==> config.mk <==
export PLATFORM = sky130hd
export DESIGN_NAME = lgs_top
export DESIGN_NICKNAME = d
export VERILOG_FILES = /design/src/hw/lgs_pkg.sv /design/src/hw/lgs_top.sv /design/src/hw/lgs_gate.sv
export SDC_FILE = /design/constraint.sdc
export NUM_CORES = 1
export LEC_CHECK = 0
export BUFFER_PORTS_ARGS = -buffer_cell sky130_fd_sc_hd__buf_2
export CAP_MARGIN = 0
export CORE_ASPECT_RATIO = 0.8
export CORE_MARGIN = 4
export CORE_UTILIZATION = 27
export DETAILED_ROUTE_END_ITERATION = 8
export PLACE_DENSITY = 0.57
export SLEW_MARGIN = 20
export SYNTH_ARGS = -nofsm -noshare
export SYNTH_HDL_FRONTEND = slang
export SYNTH_SLANG_ARGS = --single-unit
==> constraint.sdc <==
create_clock -name clk -period 2.3 [get_ports clk]
set_input_delay 0.23 -clock clk [delete_from_list [all_inputs] [get_ports clk]]
set_output_delay 0.23 -clock clk [all_outputs]
set_load 0.005 [all_outputs]
==> src/hw/lgs_pkg.sv <==
// Package of register map, field layout and sizes for the gate input-select bank
package lgs_pkg;
  localparam int unsigned ADDR_W = 4;
  localparam int unsigned DATA_W = 8;
  localparam int unsigned SRC_SEL_W = 6;
  localparam int unsigned N_DATA = 4;
  localparam int unsigned N_GATE = 3;
  // Register offsets
  localparam logic [3:0] OFF_GATE1_SEL = 4'h0;
  localparam logic [3:0] OFF_GATE2_SEL = 4'h1;
  localparam logic [3:0] OFF_GATE3_SEL = 4'h2;
  localparam logic [3:0] OFF_DATA1_SRC = 4'h4;
  localparam logic [3:0] OFF_DATA2_SRC = 4'h5;
  localparam logic [3:0] OFF_DATA3_SRC = 4'h6;
  localparam logic [3:0] OFF_DATA4_SRC = 4'h7;
  localparam logic [3:0] OFF_GATE_OUT = 4'h8;
  // Field positions: data n true at bit 2n-1, inverted at bit 2n-2
  localparam int unsigned TRUE_OFS = 1;
  localparam int unsigned INV_OFS = 0;
  // Power-on value of select registers, unknown in silicon
  localparam logic [7:0] SEL_POR_VAL = 8'h00;
  localparam logic [5:0] SRC_POR_VAL = 6'h00;
  localparam logic [7:0] READ_ZERO = 8'h00;
endpackage

==> src/hw/lgs_top.sv <==
// Gate input-select register bank with source muxes and gates 1 to 3
//
// Design decisions made here: the address-and-strobe port and the register offsets.
`timescale 1ns/100ps
`default_nettype none
module lgs_top #(
  parameter int unsigned N_SRC = 64
) (
  // Clock and resets
  input wire logic clk,
  input wire logic rst,
  input wire logic por_rst,
  // Register port
  input wire logic [3:0] addr,
  input wire logic [7:0] wdata,
  input wire logic wr,
  input wire logic rd,
  output logic [7:0] rdata,
  // Source signals
  input wire logic [N_SRC-1:0] src_in,
  // Selected inputs and gate results
  output logic [3:0] selected_input,
  output logic [2:0] gate_out
);
  // Source count must fit the 6-bit select
  if (N_SRC < 1 || N_SRC > 64)
  begin : g_bad_n_src
    $error("N_SRC must be 1 to 64");
  end

  ////////////////////////////////////////////////////////////////////////
  // Registers
  logic [7:0] gate_sel_r [3];
  logic [5:0] src_sel_r [4];
  logic [3:0] sel_in;
  logic [2:0] gate_c;
  logic [7:0] rdata_nxt;

  function automatic logic [1:0] gate_idx(input logic [3:0] a);
    return a[1:0];
  endfunction

  // Only power-on reset touches selects; rst leaves them unchanged
  always_ff @(posedge clk)
  begin
    if (por_rst)
    begin
      for (int g = 0; g < 3; g++)
        gate_sel_r[g] <= lgs_pkg::SEL_POR_VAL;
    end
    else if (wr && (addr == lgs_pkg::OFF_GATE1_SEL || addr == lgs_pkg::OFF_GATE2_SEL
                    || addr == lgs_pkg::OFF_GATE3_SEL))
      gate_sel_r[gate_idx(addr)] <= wdata;
  end

  always_ff @(posedge clk)
  begin
    if (por_rst)
    begin
      for (int d = 0; d < 4; d++)
        src_sel_r[d] <= lgs_pkg::SRC_POR_VAL;
    end
    else if (wr && addr[3:2] == lgs_pkg::OFF_DATA1_SRC[3:2])
      src_sel_r[gate_idx(addr)] <= wdata[5:0];
  end

  ////////////////////////////////////////////////////////////////////////
  // Source muxes and gates
  always_comb
  begin
    for (int d = 0; d < 4; d++)
      sel_in[d] = (32'(src_sel_r[d]) < N_SRC) ? src_in[src_sel_r[d]] : 1'b0;
  end

  for (genvar g = 0; g < 3; g++)
  begin : g_gate
    lgs_gate u_gate (
      .sel_in(sel_in),
      .sel_byte(gate_sel_r[g]),
      .gate_out(gate_c[g])
    );
  end

  always_ff @(posedge clk)
  begin
    if (rst)
    begin
      selected_input <= 4'h0;
      gate_out <= 3'h0;
    end
    else
    begin
      selected_input <= sel_in;
      gate_out <= gate_c;
    end
  end

  ////////////////////////////////////////////////////////////////////////
  // Read path
  always_comb
  begin
    rdata_nxt = lgs_pkg::READ_ZERO;
    unique case (addr)
      lgs_pkg::OFF_GATE1_SEL, lgs_pkg::OFF_GATE2_SEL, lgs_pkg::OFF_GATE3_SEL:
        rdata_nxt = gate_sel_r[gate_idx(addr)];
      lgs_pkg::OFF_DATA1_SRC, lgs_pkg::OFF_DATA2_SRC, lgs_pkg::OFF_DATA3_SRC, lgs_pkg::OFF_DATA4_SRC:
        rdata_nxt = {2'b00, src_sel_r[gate_idx(addr)]};
      lgs_pkg::OFF_GATE_OUT:
        rdata_nxt = {1'b0, gate_out, selected_input};
      default:
        rdata_nxt = lgs_pkg::READ_ZERO;
    endcase
  end

  always_ff @(posedge clk)
  begin
    if (rst)
      rdata <= 8'h00;
    else if (rd)
      rdata <= rdata_nxt;
    else
      rdata <= 8'h00;
  end

  ////////////////////////////////////////////////////////////////////////
  // Checks
  AST_WRITE_G1: assert property (@(posedge clk) disable iff (rst || por_rst)
    wr && addr == lgs_pkg::OFF_GATE1_SEL |=> gate_sel_r[0] == $past(wdata))
    else $error("gate1 select not written");
  AST_WRITE_G2: assert property (@(posedge clk) disable iff (rst || por_rst)
    wr && addr == lgs_pkg::OFF_GATE2_SEL |=> gate_sel_r[1] == $past(wdata))
    else $error("gate2 select not written");
  AST_WRITE_G3: assert property (@(posedge clk) disable iff (rst || por_rst)
    wr && addr == lgs_pkg::OFF_GATE3_SEL |=> gate_sel_r[2] == $past(wdata))
    else $error("gate3 select not written");
  AST_TRUE_TERM: assert property (@(posedge clk) disable iff (rst || por_rst)
    gate_sel_r[0][7] && sel_in[3] |=> gate_out[0])
    else $error("true term not gated");
  AST_INV_TERM: assert property (@(posedge clk) disable iff (rst || por_rst)
    gate_sel_r[1][0] && !sel_in[0] |=> gate_out[1])
    else $error("inverted term not gated");
  AST_MAP_D4: assert property (@(posedge clk) disable iff (rst || por_rst)
    gate_sel_r[2] == 8'h80 |=> gate_out[2] == $past(sel_in[3]))
    else $error("data 4 not mapped to input 3");
  AST_KEEP_RST: assert property (@(posedge clk) disable iff (por_rst)
    rst && !wr |=> gate_sel_r[0] == $past(gate_sel_r[0]))
    else $error("select lost on reset");
  AST_SRC_MUX: assert property (@(posedge clk) disable iff (rst || por_rst)
    src_sel_r[1] == 6'h00 |-> sel_in[1] == src_in[0])
    else $error("source select wrong");
  AST_EMPTY_ZERO: assert property (@(posedge clk) disable iff (rst || por_rst)
    gate_sel_r[0] == 8'h00 |=> !gate_out[0])
    else $error("empty gate not zero");

  ////////////////////////////////////////////////////////////////////////
  // Read path checks
  AST_READ_G1: assert property (@(posedge clk) disable iff (rst || por_rst)
    rd && addr == lgs_pkg::OFF_GATE1_SEL |=> rdata == $past(gate_sel_r[0]))
    else $error("gate1 select read wrong");

  AST_READ_G2: assert property (@(posedge clk) disable iff (rst || por_rst)
    rd && addr == lgs_pkg::OFF_GATE2_SEL |=> rdata == $past(gate_sel_r[1]))
    else $error("gate2 select read wrong");

  AST_READ_G3: assert property (@(posedge clk) disable iff (rst || por_rst)
    rd && addr == lgs_pkg::OFF_GATE3_SEL |=> rdata == $past(gate_sel_r[2]))
    else $error("gate3 select read wrong");

  AST_READ_SRC1: assert property (@(posedge clk) disable iff (rst || por_rst)
    rd && addr == lgs_pkg::OFF_DATA1_SRC |=> rdata == {2'b00, $past(src_sel_r[0])})
    else $error("data1 source read wrong");

  AST_READ_SRC2: assert property (@(posedge clk) disable iff (rst || por_rst)
    rd && addr == lgs_pkg::OFF_DATA2_SRC |=> rdata == {2'b00, $past(src_sel_r[1])})
    else $error("data2 source read wrong");

  AST_READ_SRC3: assert property (@(posedge clk) disable iff (rst || por_rst)
    rd && addr == lgs_pkg::OFF_DATA3_SRC |=> rdata == {2'b00, $past(src_sel_r[2])})
    else $error("data3 source read wrong");

  AST_READ_SRC4: assert property (@(posedge clk) disable iff (rst || por_rst)
    rd && addr == lgs_pkg::OFF_DATA4_SRC |=> rdata == {2'b00, $past(src_sel_r[3])})
    else $error("data4 source read wrong");

  AST_READ_STATUS: assert property (@(posedge clk) disable iff (rst || por_rst)
    rd && addr == lgs_pkg::OFF_GATE_OUT |=> rdata == {1'b0, $past(gate_out), $past(selected_input)})
    else $error("status read wrong");

  AST_READ_IDLE: assert property (@(posedge clk) disable iff (rst || por_rst)
    !rd |=> rdata == 8'h00)
    else $error("read data not idle");

  AST_READ_HOLE: assert property (@(posedge clk) disable iff (rst || por_rst)
    rd && addr == 4'h3 |=> rdata == 8'h00)
    else $error("unmapped read not zero");

  ////////////////////////////////////////////////////////////////////////
  // Register write, hold and reset checks
  AST_WRITE_SRC1: assert property (@(posedge clk) disable iff (rst || por_rst)
    wr && addr == lgs_pkg::OFF_DATA1_SRC |=> src_sel_r[0] == $past(wdata[5:0]))
    else $error("data1 source not written");

  AST_WRITE_SRC2: assert property (@(posedge clk) disable iff (rst || por_rst)
    wr && addr == lgs_pkg::OFF_DATA2_SRC |=> src_sel_r[1] == $past(wdata[5:0]))
    else $error("data2 source not written");

  AST_WRITE_SRC3: assert property (@(posedge clk) disable iff (rst || por_rst)
    wr && addr == lgs_pkg::OFF_DATA3_SRC |=> src_sel_r[2] == $past(wdata[5:0]))
    else $error("data3 source not written");

  AST_WRITE_SRC4: assert property (@(posedge clk) disable iff (rst || por_rst)
    wr && addr == lgs_pkg::OFF_DATA4_SRC |=> src_sel_r[3] == $past(wdata[5:0]))
    else $error("data4 source not written");

  AST_HOLD_G1: assert property (@(posedge clk) disable iff (rst || por_rst)
    !wr |=> gate_sel_r[0] == $past(gate_sel_r[0]))
    else $error("gate1 select changed");

  AST_HOLD_G2: assert property (@(posedge clk) disable iff (rst || por_rst)
    !wr |=> gate_sel_r[1] == $past(gate_sel_r[1]))
    else $error("gate2 select changed");

  AST_HOLD_G3: assert property (@(posedge clk) disable iff (rst || por_rst)
    !wr |=> gate_sel_r[2] == $past(gate_sel_r[2]))
    else $error("gate3 select changed");

  AST_HOLD_SRC1: assert property (@(posedge clk) disable iff (rst || por_rst)
    !wr |=> src_sel_r[0] == $past(src_sel_r[0]))
    else $error("data1 source changed");

  AST_KEEP_RST_G2: assert property (@(posedge clk) disable iff (por_rst)
    rst && !wr |=> gate_sel_r[1] == $past(gate_sel_r[1]))
    else $error("gate2 select lost on reset");

  AST_KEEP_RST_G3: assert property (@(posedge clk) disable iff (por_rst)
    rst && !wr |=> gate_sel_r[2] == $past(gate_sel_r[2]))
    else $error("gate3 select lost on reset");

  AST_POR_CLEAR: assert property (@(posedge clk)
    por_rst |=> gate_sel_r[0] == lgs_pkg::SEL_POR_VAL && gate_sel_r[1] == lgs_pkg::SEL_POR_VAL
      && gate_sel_r[2] == lgs_pkg::SEL_POR_VAL)
    else $error("power-on value not loaded");

  AST_RST_OUT: assert property (@(posedge clk)
    rst |=> gate_out == 3'h0 && selected_input == 4'h0 && rdata == 8'h00)
    else $error("outputs not cleared on reset");

  ////////////////////////////////////////////////////////////////////////
  // Gate term, selected-input register and data1 source mux checks
  AST_TRUE_TERM_G2: assert property (@(posedge clk) disable iff (rst || por_rst)
    gate_sel_r[1][5] && sel_in[2] |=> gate_out[1])
    else $error("gate2 true term not gated");

  AST_TRUE_TERM_G3: assert property (@(posedge clk) disable iff (rst || por_rst)
    gate_sel_r[2][1] && sel_in[0] |=> gate_out[2])
    else $error("gate3 true term not gated");

  AST_INV_TERM_G1: assert property (@(posedge clk) disable iff (rst || por_rst)
    gate_sel_r[0][6] && !sel_in[3] |=> gate_out[0])
    else $error("gate1 inverted term not gated");

  AST_INV_TERM_G3: assert property (@(posedge clk) disable iff (rst || por_rst)
    gate_sel_r[2][2] && !sel_in[1] |=> gate_out[2])
    else $error("gate3 inverted term not gated");

  AST_ONLY_INV: assert property (@(posedge clk) disable iff (rst || por_rst)
    gate_sel_r[0] == 8'h01 |=> gate_out[0] == !$past(sel_in[0]))
    else $error("lone inverted term wrong");

  AST_EMPTY_ZERO_G2: assert property (@(posedge clk) disable iff (rst || por_rst)
    gate_sel_r[1] == 8'h00 |=> !gate_out[1])
    else $error("empty gate2 not zero");

  AST_EMPTY_ZERO_G3: assert property (@(posedge clk) disable iff (rst || por_rst)
    gate_sel_r[2] == 8'h00 |=> !gate_out[2])
    else $error("empty gate3 not zero");

  AST_SEL_PIPE: assert property (@(posedge clk) disable iff (rst || por_rst)
    1'b1 |=> selected_input == $past(sel_in))
    else $error("selected input not registered");

  AST_MAP_D1: assert property (@(posedge clk) disable iff (rst || por_rst)
    gate_sel_r[0] == 8'h02 |=> gate_out[0] == $past(sel_in[0]))
    else $error("data 1 not mapped to input 0");

  AST_MAP_D2: assert property (@(posedge clk) disable iff (rst || por_rst)
    gate_sel_r[1] == 8'h08 |=> gate_out[1] == $past(sel_in[1]))
    else $error("data 2 not mapped to input 1");

  AST_MAP_D3: assert property (@(posedge clk) disable iff (rst || por_rst)
    gate_sel_r[2] == 8'h20 |=> gate_out[2] == $past(sel_in[2]))
    else $error("data 3 not mapped to input 2");

  AST_SRC_MUX0: assert property (@(posedge clk) disable iff (rst || por_rst)
    src_sel_r[0] == 6'h00 |-> sel_in[0] == src_in[0])
    else $error("data1 source select wrong");
endmodule
`default_nettype wire

==> src/hw/lgs_gate.sv <==
// One gate: OR of enabled true and inverted selected-input terms
`timescale 1ns/100ps
`default_nettype none
module lgs_gate (
  // Selected inputs, index 0 is data 1
  input wire logic [3:0] sel_in,
  // Select byte
  input wire logic [7:0] sel_byte,
  // Gate result
  output logic gate_out
);
  always_comb
  begin
    gate_out = 1'b0;
    for (int i = 0; i < lgs_pkg::N_DATA; i++)
    begin
      gate_out = gate_out | (sel_byte[2*i+lgs_pkg::TRUE_OFS] & sel_in[i]);
      gate_out = gate_out | (sel_byte[2*i+lgs_pkg::INV_OFS] & ~sel_in[i]);
    end
  end
endmodule
`default_nettype wire

; ---- Yosys cells after proc, flatten, opt, wreduce, memory -nomap -nowiden
; Memories as Yosys holds them, arrays and structs flattened.
; Cells that the tools add are included.
[word_totals]
reg_bits = 15
latch_bits = 0
mem_bits_rw = 48
romBits = 0
input_bits = 81
out_inout_bits = 15
word_cells = 100
n_memories = 2
[mem_list]
columns = memory, words, word_bits, rd, rd_clocked_by_memory_dff, write_ports, line
row1 = gate_sel_r, 3, 8, 4, 0, 3, lgs_top.sv:33  ; logic [7:0] gate_sel_r [3];
row2 = src_sel_r, 4, 6, 5, 0, 4, lgs_top.sv:34  ; logic [5:0] src_sel_r [4];
[classes]
add_sub_neg = 0
n_mul = 0
div = 0
order_cmp = 4
eq_ne = 8
shifts = 0
mux = 23
bitwise = 50
reduce_logical = 10
[op_table]
columns = operator, count
row1 = $lt 6x7->1 const B, 4
row2 = $and 1x1->1, 24
row3 = $bmux 1 s6, 4
row4 = $pmux 8 s3, 1
row5 = $or 1x1->1, 21
row6 = $eq 4x3->1 const B, 4
row7 = $mux 1, 14
row8 = $mux 8, 1
row9 = $reduce_or 8->1, 1
row10 = $mux 6, 1
row11 = $reduce_or 6->1, 1
row12 = $not 1->1, 5
row13 = $eq 4x1->1 const B, 1
row14 = $eq 4x2->1 const B, 1
row15 = $eq 4x4->1 const B, 1
row16 = $logic_not 4->1, 1
row17 = $mux 2, 2
row18 = $reduce_or 4->1, 1
row19 = $reduce_or 3->1, 1
row20 = $eq 2x1->1 const B, 1
row21 = $logic_and 1x1->1, 2
row22 = $logic_or 1x1->1, 2
row23 = $reduce_or 2->1, 1

; ---- Logic depth before layout (Yosys ltp)
; Gate-level depths: netlist (run 1).
[depth]
ltp_word = 11
depth_mapped = 10
depth_no_buf = 7

; ---- By module
; Synthesis (run 1) repeated with hierarchy kept, for this count alone.
[unflattened]
hier_cells = 396
area_unflattened_um2 = 5133.7
[modules_own_cells]
columns = mod, n_inst, cells_each, area_per_inst_um2, seq_area_each_um2
row1 = lgs_top, 1, 378, 4968.5, 1741.7
row2 = lgs_gate, 3, 6, 55.1, 0.0

; ---- Worst setup path after synthesis (run 1)
; No wires, ideal clock.
[synth_timing]
kind = register to register
start = memory src_sel_r[2][0]
end = register gate_out[2]
arrival_time_ps = 2214
required_time_ps = 2159
setup_slack_ps = -54
path_stages_with_launch = 9
n_path_buf = 1
synth_period_minus_slack_ps = 2354
cell_sequence = edfxtp_1 > buf_6 > mux4_1 > mux2_2 > o22ai_2 > o211ai_2 > or2_4 > a221oi_1 > a41oi_1
[synth_lines]
columns = element, line
row1 = "start, declared", lgs_top.sv:34
row2 = "end signal, assigned", lgs_top.sv:94  ; gate_out <= gate_c;
row3 = "end, declared", lgs_top.sv:23  ; output logic [2:0] gate_out

==> summary.txt, run 1 <==
Critical path
  – Critical path peak fanout: 6
  – FF-to-FF Start: src_sel_r[2][0]$_SDFFCE_PN0P_
  – R2R depth: 8
  – Critical Path End Type: flip-flop
  – CP Launch Type: flip-flop
  – WP data arrival: 2.61 ns
  – Critical Path RT: 2.50 ns
  – Reg2reg end: gate_out[2]$_SDFF_PP0_
  – Critical Setup Path Class: reg -> reg
  – R2R Setup Slk: -0.10 ns

Place
  – # port buffers: 95
  – Post-detail-place hpwl: 15900 um
  – Placer Congestion: 0.929
  – Dpl ws: -0.0848 ns
  – DP Cell Count: 892

Clock network
  – Worst-Skew Late Latency: 0.33 ns
  – CTS tree: done
  – Clock Tree Buf Depth: 2
  – Number of CTS-inserted buffers: 9
  – H-tree Lvls: 3
  – Clock transition at path regs: roughly 0.05 ns
  – Post-CTS Hold Buffers: 0
  – Clock sink count: 63
  – Clk root buf: clkbuf_16

Timing
  – Period utilization: 105%
  – Max_slew headroom: 66.7%
  – Final min period: 2.40 ns
  – Final worst slack: -0.104 ns
  – RSZ-0062 raised after global routing: true
  – Final setup vio count: 3
  – Clock skew: 0.00393 ns
  – Setup tns final: -0.225 ns
  – Final Hold Viols: 0
  – WHS: 0.141 ns
  – Fmax achieved: 416 MHz
  – Worst-margin pin slew: approximately 0.49 ns
  – Fin. max-slew vios: 0

Logic synthesis
  – Post-Syn Instances: 507
  – Synth Area per Inst: 10.4 um^2
  – Biggest area consumer among synthesized cells: edfxtp_1
  – Synth top area share: 27.5%
  – Synth cell count leaders: mux2i_1, edfxtp_1, nor2_1
  – Synth unique cells: 52
  – FFs w/ async S/R, synth: 0%
  – Syn_nets: ~590
  – Top post-synthesis cells by area: edfxtp_1, mux2i_1, mux4_2
  – Post-synthesis sequential area ratio: between 30% and 40%
  – Mapped Area: 5250 um^2
  – FF+latch count, synth: 63
  – Top FF cell, synth: edfxtp_1
  – Top-count cell post-synth: mux2i_1
  – Number of synthesized flops with an enable pin: 48
  – YS warnings: 0

GRT
  – Vias in the first global route: 4810
  – Initial antenna violation count: 1
  – GRT Overall Usage: 17.8%
  – Total congestion overflow: 0
  – Largest net degree at the start of global routing: 19
  – Wire length of the first global-routing pass: 29600 um

Routing
  – Initial DRC Count: 615
  – WL final: 20000 um
  – Drt via density: between 5 and 6
  – Via count: 5057
  – Average wire per standard cell: approximately 22 um
  – Pre-Repair DR Iteration Count: 5
  – Post-route DRC: 0
  – Detail Route Antenna Nets: 0

Finish
  – Layout cells sized above 1: about 36%
  – Fin nets: 732
  – Antenna fix cells: 0
  – Layout overhead on the synthesized area: 31.0%
  – Layout Cells excl Fill: 914
  – Filler instances: 1958

Power and ir drop
  – Leak Pwr: 2.88 nW
  – Peak supply drop: 0.316 mV
  – Pwr Total: 0.00380 W
  – Power Dens Cells: 552 nW/um^2

Min path
  – Min-delay src: addr[2]
  – Hold crit path type: in -> reg
  – Hold Path End: rdata[7]$_SDFF_PP0_
  – Hold depth: 2

Floorplanning
  – Core footprint: between 15000 and 20000 um^2
  – Num ports: 96
  – Die width: about 160 um
  – Initial Util: 27.6%
  – Chip height: about 130 um
  – Core Rows: 45
  – Die area: 21700 um^2

Run status
  – Status: finished with violations
  – Failing checks: setup timing

Run
  – Max Cap Viol: 0
-- registers in the layout (all words and copies together), names as in the netlist --
name            cells
gate_sel_r         24
selected_input      4
src_sel_r          24
gate_out            3
rdata               8
-- where the power goes --
| group | internal, W | switching (W) | total [W] |
|---|---|---|---|
| Clock | 0.000833 | 0.000484 | 0.00132 |
| Sequential | 0.00130 | 0.0000874 | 0.00139 |
| Combinational | 0.000538 | 0.000556 | 0.00109 |
| Total | 0.00267 | 0.00113 | 0.00380 |
-- per-layer routing --
metal  wire [um]  up-vias  part of all wire [%]  track usage [%]
met5           7        -                 0.035                0
met4         311        2                   1.6             3.77
met3        2220       32                    11             5.92
met2        8370      266                    42             24.7
met1        9070     2501                    45             26.7
li1            -     2256                     -                -
-- worst max-delay path, cell delays in order (launching register included) --
cell      delay (ns)
edfxtp_1        0.33
buf_6           0.14
mux4_2          0.50
mux2_4          0.29
o22ai_2         0.15
o211ai_2        0.13
or2_4           0.29
a221oi_4        0.31
a41oi_2         0.14
-- layout by cell type, fill, tap and decap left out, types with 9 or more instances in the layout --
cell / netlist / layout
buf_2: 10 / 95
mux2i_1: 93 / 90
buf_4: 1 / 63
edfxtp_1: 48 / 48
nor2_1: 39 / 38
nand2_1: 35 / 35
mux4_2: 28 / 29
a22oi_1: 28 / 28
and2_1: 25 / 25
nor2b_1: 16 / 16
nand3_1: 17 / 16
inv_1: 15 / 15
dfxtp_1: 15 / 15
a21oi_1: 13 / 13
o21ai_0: 10 / 9
clkbuf_16: 0 / 9
-- final cells by class --
type                       count  area, um^2  share of cell area [%]
clock buffer                  10         229                    3.33
tap                          258         323                    4.70
inverter                      15        56.3                   0.819
clock inverter                 6        61.3                   0.892
sequential                    63        1740                    25.3
multi-input combinational    394        3360                    48.9
timing repair buffer         168        1100                    16.1
-- worst max-delay path by stage --
stage / from / endpoint / slack [ns] / depth (start not counted)
after floorplan: src_sel_r[2][0]$_SDFFCE_PN0P_ / gate_out[0]$_SDFF_PP0_ / -0.02 / 8
after global placement: src_sel_r[2][0]$_SDFFCE_PN0P_ / gate_out[2]$_SDFF_PP0_ / -0.03 / 8
after detailed placement: src_sel_r[2][0]$_SDFFCE_PN0P_ / gate_out[0]$_SDFF_PP0_ / -0.08 / 8
after CTS: src_sel_r[2][0]$_SDFFCE_PN0P_ / gate_out[0]$_SDFF_PP0_ / -0.07 / 8
after global routing: src_sel_r[2][0]$_SDFFCE_PN0P_ / gate_out[2]$_SDFF_PP0_ / -0.19 / 8
final: src_sel_r[2][0]$_SDFFCE_PN0P_ / gate_out[2]$_SDFF_PP0_ / -0.10 / 8
-- through the flow --
step | utilization, % | instance area [um^2]
finish | 36.1 | 6880
global route | 36.1 | 6880
CTS | 35.6 | 6780
detailed placement | 34.0 | 6470
global placement | 34.0 | 6470
floorplan | - | 5270
-- timing repair --
item,4_1_cts,5_1_grt
hold endpoints to repair,0,0
setup buffers,0,6
pin swaps,3,5
setup endpoints to repair,3,4
gates resized for setup,4,12
-- cell families after synthesis --
family / after synthesis / synth area share (%)
and+or+nand+nor: 172 / 17.0
muxes: 131 / 33.0
AOI/OAI and AO/OA: 91 / 12.6
DFF: 63 / 33.2
buffers and inverters: 50 / 4.17
No activity file was read; power rests on OpenSTA's default activity.
==> run 2, diff against run 1 <==
HOLD_SLACK_MARGIN = 0.1   (was default)
SYNTH_HIERARCHICAL = 1   (was default)
==> summary.txt, run 2 <==
Run status
  – Status: finished with violations (unchanged)
  – Failing checks: setup timing (unchanged)

Min path
  – Hold crit path type: in -> reg (unchanged)
  – Hold depth: 2 (unchanged)

Routing
  – Pre-Repair DR Iteration Count: 7 (was 5)
  – Average wire per standard cell: 20.0 um (was 21.9 um)
  – Detail Route Antenna Nets: 0 (unchanged)
  – Drt via density: 5.29 (was 5.53)
  – Initial DRC Count: 393 (was 615)
  – WL final: 16600 um (was 20000 um)
  – Post-route DRC: 0 (unchanged)
  – Via count: 4388 (was 5057)

Run
  – Max Cap Viol: 0 (unchanged)

Timing
  – RSZ-0062 raised after global routing: true (unchanged)
  – Max_slew headroom: 55.7% (was 66.7%)
  – Fmax achieved: 346 MHz (was 416 MHz)
  – Worst-margin pin slew: 0.663 ns (was 0.487 ns)
  – Setup tns final: -1.91 ns (was -0.225 ns)
  – Final min period: 2.89 ns (was 2.40 ns)
  – Clock skew: 0.00434 ns (was 0.00393 ns)
  – Period utilization: 126% (was 105%)
  – Fin. max-slew vios: 0 (unchanged)
  – Final setup vio count: 6 (was 3)
  – Final Hold Viols: 0 (unchanged)
  – Final worst slack: -0.593 ns (was -0.104 ns)

GRT
  – Largest net degree at the start of global routing: 20 (was 19)
  – Total congestion overflow: 0 (unchanged)
  – Vias in the first global route: 4496 (was 4810)
  – Wire length of the first global-routing pass: 25800 um (was 29600 um)
  – GRT Overall Usage: 15.3% (was 17.8%)
  – Initial antenna violation count: 8 (was 1)

Critical path
  – Critical Path RT: 2.52 ns (was 2.50 ns)
  – Critical Setup Path Class: reg -> reg (unchanged)
  – CP Launch Type: flip-flop (unchanged)
  – Critical path peak fanout: 8 (was 6)
  – WP data arrival: 3.11 ns (was 2.61 ns)
  – R2R depth: 10 (was 8)
  – Critical Path End Type: flip-flop (unchanged)

Power and ir drop
  – Peak supply drop: 0.342 mV (was 0.316 mV)
  – Leak Pwr: 2.77 nW (was 2.88 nW)
  – Pwr Total: 0.00387 W (was 0.00380 W)
  – Power Dens Cells: 565 nW/um^2 (was 552 nW/um^2)

Finish
  – Fin nets: 649 (was 732)
  – Largest regs: gate_sel_r: 24 flops, src_sel_r: 24 flops, rdata: 8 flops (unchanged)
  – Layout Cells excl Fill: 830 (was 914)
  – Layout cells sized above 1: 49.2% (was 36.1%)
  – Most frequent cells in the layout: buf_2, buf_4, mux4_2 (was buf_2, mux2i_1, buf_4)
  – Layout overhead on the synthesized area: 33.5% (was 31.0%)
  – Most common cell after layout, fill and taps aside: buf_2 (unchanged)

Logic synthesis
  – Biggest area consumer among synthesized cells: edfxtp_1 (unchanged)
  – Top FF cell, synth: edfxtp_1 (unchanged)
  – Mapped Area: 5130 um^2 (was 5250 um^2)
  – Number of synthesized flops with an enable pin: 48 (unchanged)
  – Post-Syn Instances: 396 (was 507)
  – YS warnings: 6 (was 0)
  – Synth Area per Inst: 13.0 um^2 (was 10.4 um^2)
  – FF+latch count, synth: 63 (unchanged)
  – FFs w/ async S/R, synth: 0% (unchanged)
  – Top post-synthesis cells by area: edfxtp_1, mux4_2, mux4_1 (was edfxtp_1, mux2i_1, mux4_2)
  – Synth unique cells: 37 (was 52)
  – Synth top area share: 28.1% (was 27.5%)
  – Post-synthesis sequential area ratio: 33.9% (was 33.2%)
  – Synth cell count leaders: edfxtp_1, mux4_2, nand2_1, nor2_1, mux2i_1 (was mux2i_1, edfxtp_1, nor2_1)
  – Syn_nets: 477 (was 588)

Place
  – Post-detail-place hpwl: 13600 um (was 15900 um)
  – Placer Congestion: 0.943 (was 0.929)
  – DP Cell Count: 805 (was 892)
  – # port buffers: 95 (unchanged)

Clock network
  – Clock Tree Buf Depth: 2 (unchanged)
  – Number of CTS-inserted buffers: 9 (unchanged)
  – Post-CTS Hold Buffers: 0 (unchanged)
  – Clock transition at path regs: 0.06 ns (was 0.05 ns)
  – Worst-Skew Late Latency: 0.32 ns (was 0.33 ns)
  – Clk root buf: clkbuf_16 (unchanged)
  – CTS tree: done (unchanged)
  – H-tree Lvls: 3 (unchanged)
  – Clock sink count: 63 (unchanged)

Floorplanning
  – Chip height: 131 um (was 133 um)
  – Core Rows: 44 (was 45)
  – Core footprint: 18400 um^2 (was 19000 um^2)
  – Die width: 162 um (was 164 um)
  – Initial Util: 27.9% (was 27.6%)
  – Die area: 21300 um^2 (was 21700 um^2)
  – Num ports: 96 (unchanged)
run 2: changes by cell type after synthesis, moves of 8 or more:
cell / previous run / this run
nand3_1: 17 / 3
a22oi_1: 28 / 7
mux2i_1: 93 / 30
mux4_2: 28 / 48
mux4_1: 4 / 21
clkbuf_1: 19 / 6
buf_6: 2 / 10
run 2: per-stage QoR:
step	instance area [um^2]	setup WS, ns	hold slack [ns]	utilization, %
finish	6850	-0.593	0.110	37.3
global route	6850	-0.664	0.103	37.3
CTS	6840	-0.575	0.100	37.2
detailed placement	6460	-0.586	0.439	35.2
global placement	6460	-0.538	0.439	35.2
floorplan	5140	-0.327	0.302	-
run 2: cell families after synthesis:
| family | after synthesis | share of synthesized area [%] |
|---|---|---|
| AND/OR/NAND/NOR | 130 | 12.6 |
| buffers and inverters | 40 | 5.36 |
| AO/OA/AOI/OAI | 52 | 7.56 |
| multiplexers | 111 | 40.6 |
| flip-flops | 63 | 33.9 |
run 2: repair_timing:
action | in CTS | in global routing
pin swaps | 1 | 3
setup buffers | 4 | 1
endpoints found under the setup margin | 5 | 7
gates resized for setup | 8 | 10
run 2: area by class of cell:
class | count | area (um^2)
Antenna cell | 4 | 10.0
Clock buffer | 9 | 225
Clock inverter | 7 | 103
Fill cell | 1787 | 11500
Inverter | 15 | 56.3
Multi-Input combinational cell | 293 | 3130
Sequential cell | 63 | 1740
Tap cell | 253 | 317
Timing Repair Buffer | 186 | 1270
run 2: path summary, 6_finish.rpt:
path / from / endpoint / slack, ns
worst max-delay path: src_sel_r[3][0]$_DFFE_PP_ / gate_out[1]$_SDFF_PP0_ / -0.59
worst min-delay path: addr[3] / rdata[7]$_SDFF_PP0_ / 0.11
worst max register to register: src_sel_r[3][0]$_DFFE_PP_ / gate_out[1]$_SDFF_PP0_ / -0.59
worst min register to register: gate_out[0]$_SDFF_PP0_ / rdata[4]$_SDFF_PP0_ / 0.46
run 2: per-layer routing:
layer	wire, um	up-vias	track usage (%)	part of all wire [%]
met5	61	-	0	0.37
met1	7040	2166	21.2	42
li1	-	1939	-	-
met3	1550	31	4.35	9.3
met2	7720	242	24.1	46
met4	242	10	3.01	1.5
run 2: power breakdown:
group	leakage (nW)	total (W)	internal [W]	switching, W
logic	2.03	0.00104	0.000580	0.000462
clock network	0.157	0.00147	0.000961	0.000506
registers	0.582	0.00137	0.00130	0.0000690
run 2: worst max-delay path: stages (launching register included):
cell and delay, ns:
edfxtp_1 0.39, buf_12 0.15, mux4_2 0.49, mux4_2 0.50
mux2i_1 0.20, nand2_1 0.11, o31a_1 0.20, mux2_4 0.33
a211oi_2 0.16, nand3_1 0.11, nor2b_1 0.15
==> run 3, diff against run 2 <==
RECOVER_POWER = 25   (was default)
==> summary.txt, run 3 (synthesized netlist as in run 2, its figures left out) <==
Run status
  – Status: finished with violations (unchanged)
  – Failing checks: setup timing (unchanged)

Finish
  – Most common cell after layout, fill and taps aside: buf_2 (unchanged)
  – Design Area, Final: 6840 um^2 (was 6850 um^2)
  – Most frequent cells in the layout: buf_2, buf_4, mux4_2 (unchanged)
  – Largest regs: gate_sel_r: 24 flops, src_sel_r: 24 flops, rdata: 8 flops (unchanged)
  – Layout cells sized above 1: 47.5% (was 49.2%)
  – Layout Cells excl Fill: 830 (unchanged)
  – Filler instances: 1796 (was 1787)
  – Layout overhead on the synthesized area: 33.2% (was 33.5%)
  – Fin nets: 649 (unchanged)

Place
  – DP Cell Count: 805 (unchanged)
  – Placer Congestion: 0.943 (unchanged)
  – Post-detail-place hpwl: 13600 um (unchanged)
  – # port buffers: 95 (unchanged)
  – Placed cell areas: 6460 um^2 (unchanged)

Timing
  – RSZ-0062 raised after global routing: true (unchanged)
  – Worst-margin pin slew: 0.657 ns (was 0.663 ns)
  – Setup tns final: -1.92 ns (was -1.91 ns)
  – Final worst slack: -0.591 ns (was -0.593 ns)
  – Final Hold Viols: 0 (unchanged)
  – Clock skew: 0.00386 ns (was 0.00434 ns)
  – Final min period: 2.89 ns (about the same)
  – WHS: 0.112 ns (was 0.110 ns)
  – Fmax achieved: 346 MHz (about the same)
  – Period utilization: 126% (about the same)
  – Fin. max-slew vios: 0 (unchanged)
  – Final setup vio count: 6 (unchanged)
  – Max_slew headroom: 56.1% (was 55.7%)

Clock network
  – Clock transition at path regs: 0.06 ns (about the same)
  – Clock sink count: 63 (unchanged)
  – Worst-Skew Late Latency: 0.32 ns (about the same)
  – CTS tree: done (unchanged)
  – Clock Tree Buf Depth: 2 (unchanged)
  – Post-CTS Hold Buffers: 0 (unchanged)
  – Number of CTS-inserted buffers: 9 (unchanged)
  – Clk root buf: clkbuf_16 (unchanged)
  – H-tree Lvls: 3 (unchanged)

Floorplanning
  – Die width: 162 um (unchanged)
  – Die area: 21300 um^2 (unchanged)
  – Chip height: 131 um (unchanged)
  – Num ports: 96 (unchanged)
  – Core footprint: 18400 um^2 (unchanged)
  – Initial Util: 27.9% (unchanged)
  – Core Rows: 44 (unchanged)

Routing
  – Via count: 4348 (was 4388)
  – Average wire per standard cell: 20.0 um (about the same)
  – Drt via density: 5.24 (was 5.29)
  – Post-route DRC: 0 (unchanged)
  – Detail Route Antenna Nets: 0 (unchanged)
  – Initial DRC Count: 420 (was 393)
  – Pre-Repair DR Iteration Count: 6 (was 7)
  – WL final: 16600 um (about the same)

Power and ir drop
  – Peak supply drop: 0.342 mV (about the same)
  – Leak Pwr: 2.73 nW (was 2.77 nW)
  – Power Dens Cells: 566 nW/um^2 (was 565 nW/um^2)

GRT
  – Largest net degree at the start of global routing: 20 (unchanged)
  – Total congestion overflow: 0 (unchanged)
  – Wire length of the first global-routing pass: 25800 um (unchanged)
  – Initial antenna violation count: 8 (unchanged)
  – Vias in the first global route: 4496 (unchanged)
  – GRT Overall Usage: 15.3% (unchanged)

Critical path
  – CP Launch Type: flip-flop (unchanged)
  – R2R Setup Slk: -0.59 ns (about the same)
  – WP data arrival: 3.11 ns (about the same)
  – Critical path peak fanout: 8 (unchanged)
  – Critical Path End Type: flip-flop (unchanged)
  – Critical Path RT: 2.52 ns (about the same)
  – Critical Setup Path Class: reg -> reg (unchanged)

Min path
  – Hold crit path type: in -> reg (unchanged)

Run
  – Max Cap Viol: 0 (unchanged)
==> run 3: cell count changes in the layout (fill, tap and decap cells not counted), sizes merged <==
| cell | delta |
|---|---|
| buf | -10 |
| clkbuf | +10 |
==> run 3: worst paths after layout <==
check                                 to  cells past startpoint                 startpoint
hold reg to reg      rdata[4]$_SDFF_PP0_                      2     gate_out[0]$_SDFF_PP0_
hold / removal       rdata[7]$_SDFF_PP0_                      2                    addr[3]
setup reg to reg  gate_out[1]$_SDFF_PP0_                     10  src_sel_r[3][0]$_DFFE_PP_
setup / recovery  gate_out[1]$_SDFF_PP0_                     10  src_sel_r[3][0]$_DFFE_PP_
==> run 3: what timing repair did <==
| action | CTS | global route |
|---|---|---|
| buffers inserted | 4 | 1 |
| setup endpoints to repair | 5 | 7 |
| pin swaps | 1 | 3 |
| resized for setup | 8 | 10 |
==> run 3: cell type report <==
cell class                 instances  area [um^2]  share of cell area [%]
multi-input combinational        293         3130                    45.7
sequential                        63         1740                    25.5
timing repair buffer             186         1260                    18.4
tap                              253          317                    4.63
clock buffer                       9          225                    3.29
clock inverter                     7          103                    1.50
inverter                          15         56.3                   0.823
antenna                            4         10.0                   0.146
==> run 3: critical path, stage by stage (launching register included) <==
cell and delay (ns):
edfxtp_1 0.39, buf_12 0.15, mux4_2 0.49, mux4_2 0.50, mux2i_1 0.20, nand2_1 0.11, o31a_1 0.20, mux2_4 0.33
a211oi_2 0.16, nand3_1 0.11, nor2b_1 0.14
==> run 3: layer usage <==
metal	global-route usage (%)	vias to the layer above	wire length (um)	part of all wire (%)
met5	0	-	68	0.41
met4	3.01	10	177	1.1
met3	4.35	25	1400	8.4
met2	24.1	207	7760	47
met1	21.2	2168	7230	43
li1	-	1938	-	-
==> run 3: where the power goes <==
part,internal [W],total (W),switching (W)
Clock,0.000961,0.00147,0.000506
Combinational,0.000576,0.00104,0.000463
Sequential,0.00130,0.00137,0.0000695
Total,0.00283,0.00387,0.00104
==> run 3: per-stage QoR <==
| step | utilization (%) | setup WS [ns] | total power [W] |
|---|---|---|---|
| floorplan | - | -0.327 | 0.00194 |
| global placement | 35.2 | -0.538 | 0.00236 |
| detailed placement | 35.2 | -0.586 | 0.00238 |
| CTS | 37.2 | -0.575 | 0.00386 |
| global route | 37.2 | -0.664 | 0.00401 |
| finish | 37.2 | -0.591 | 0.00387 |
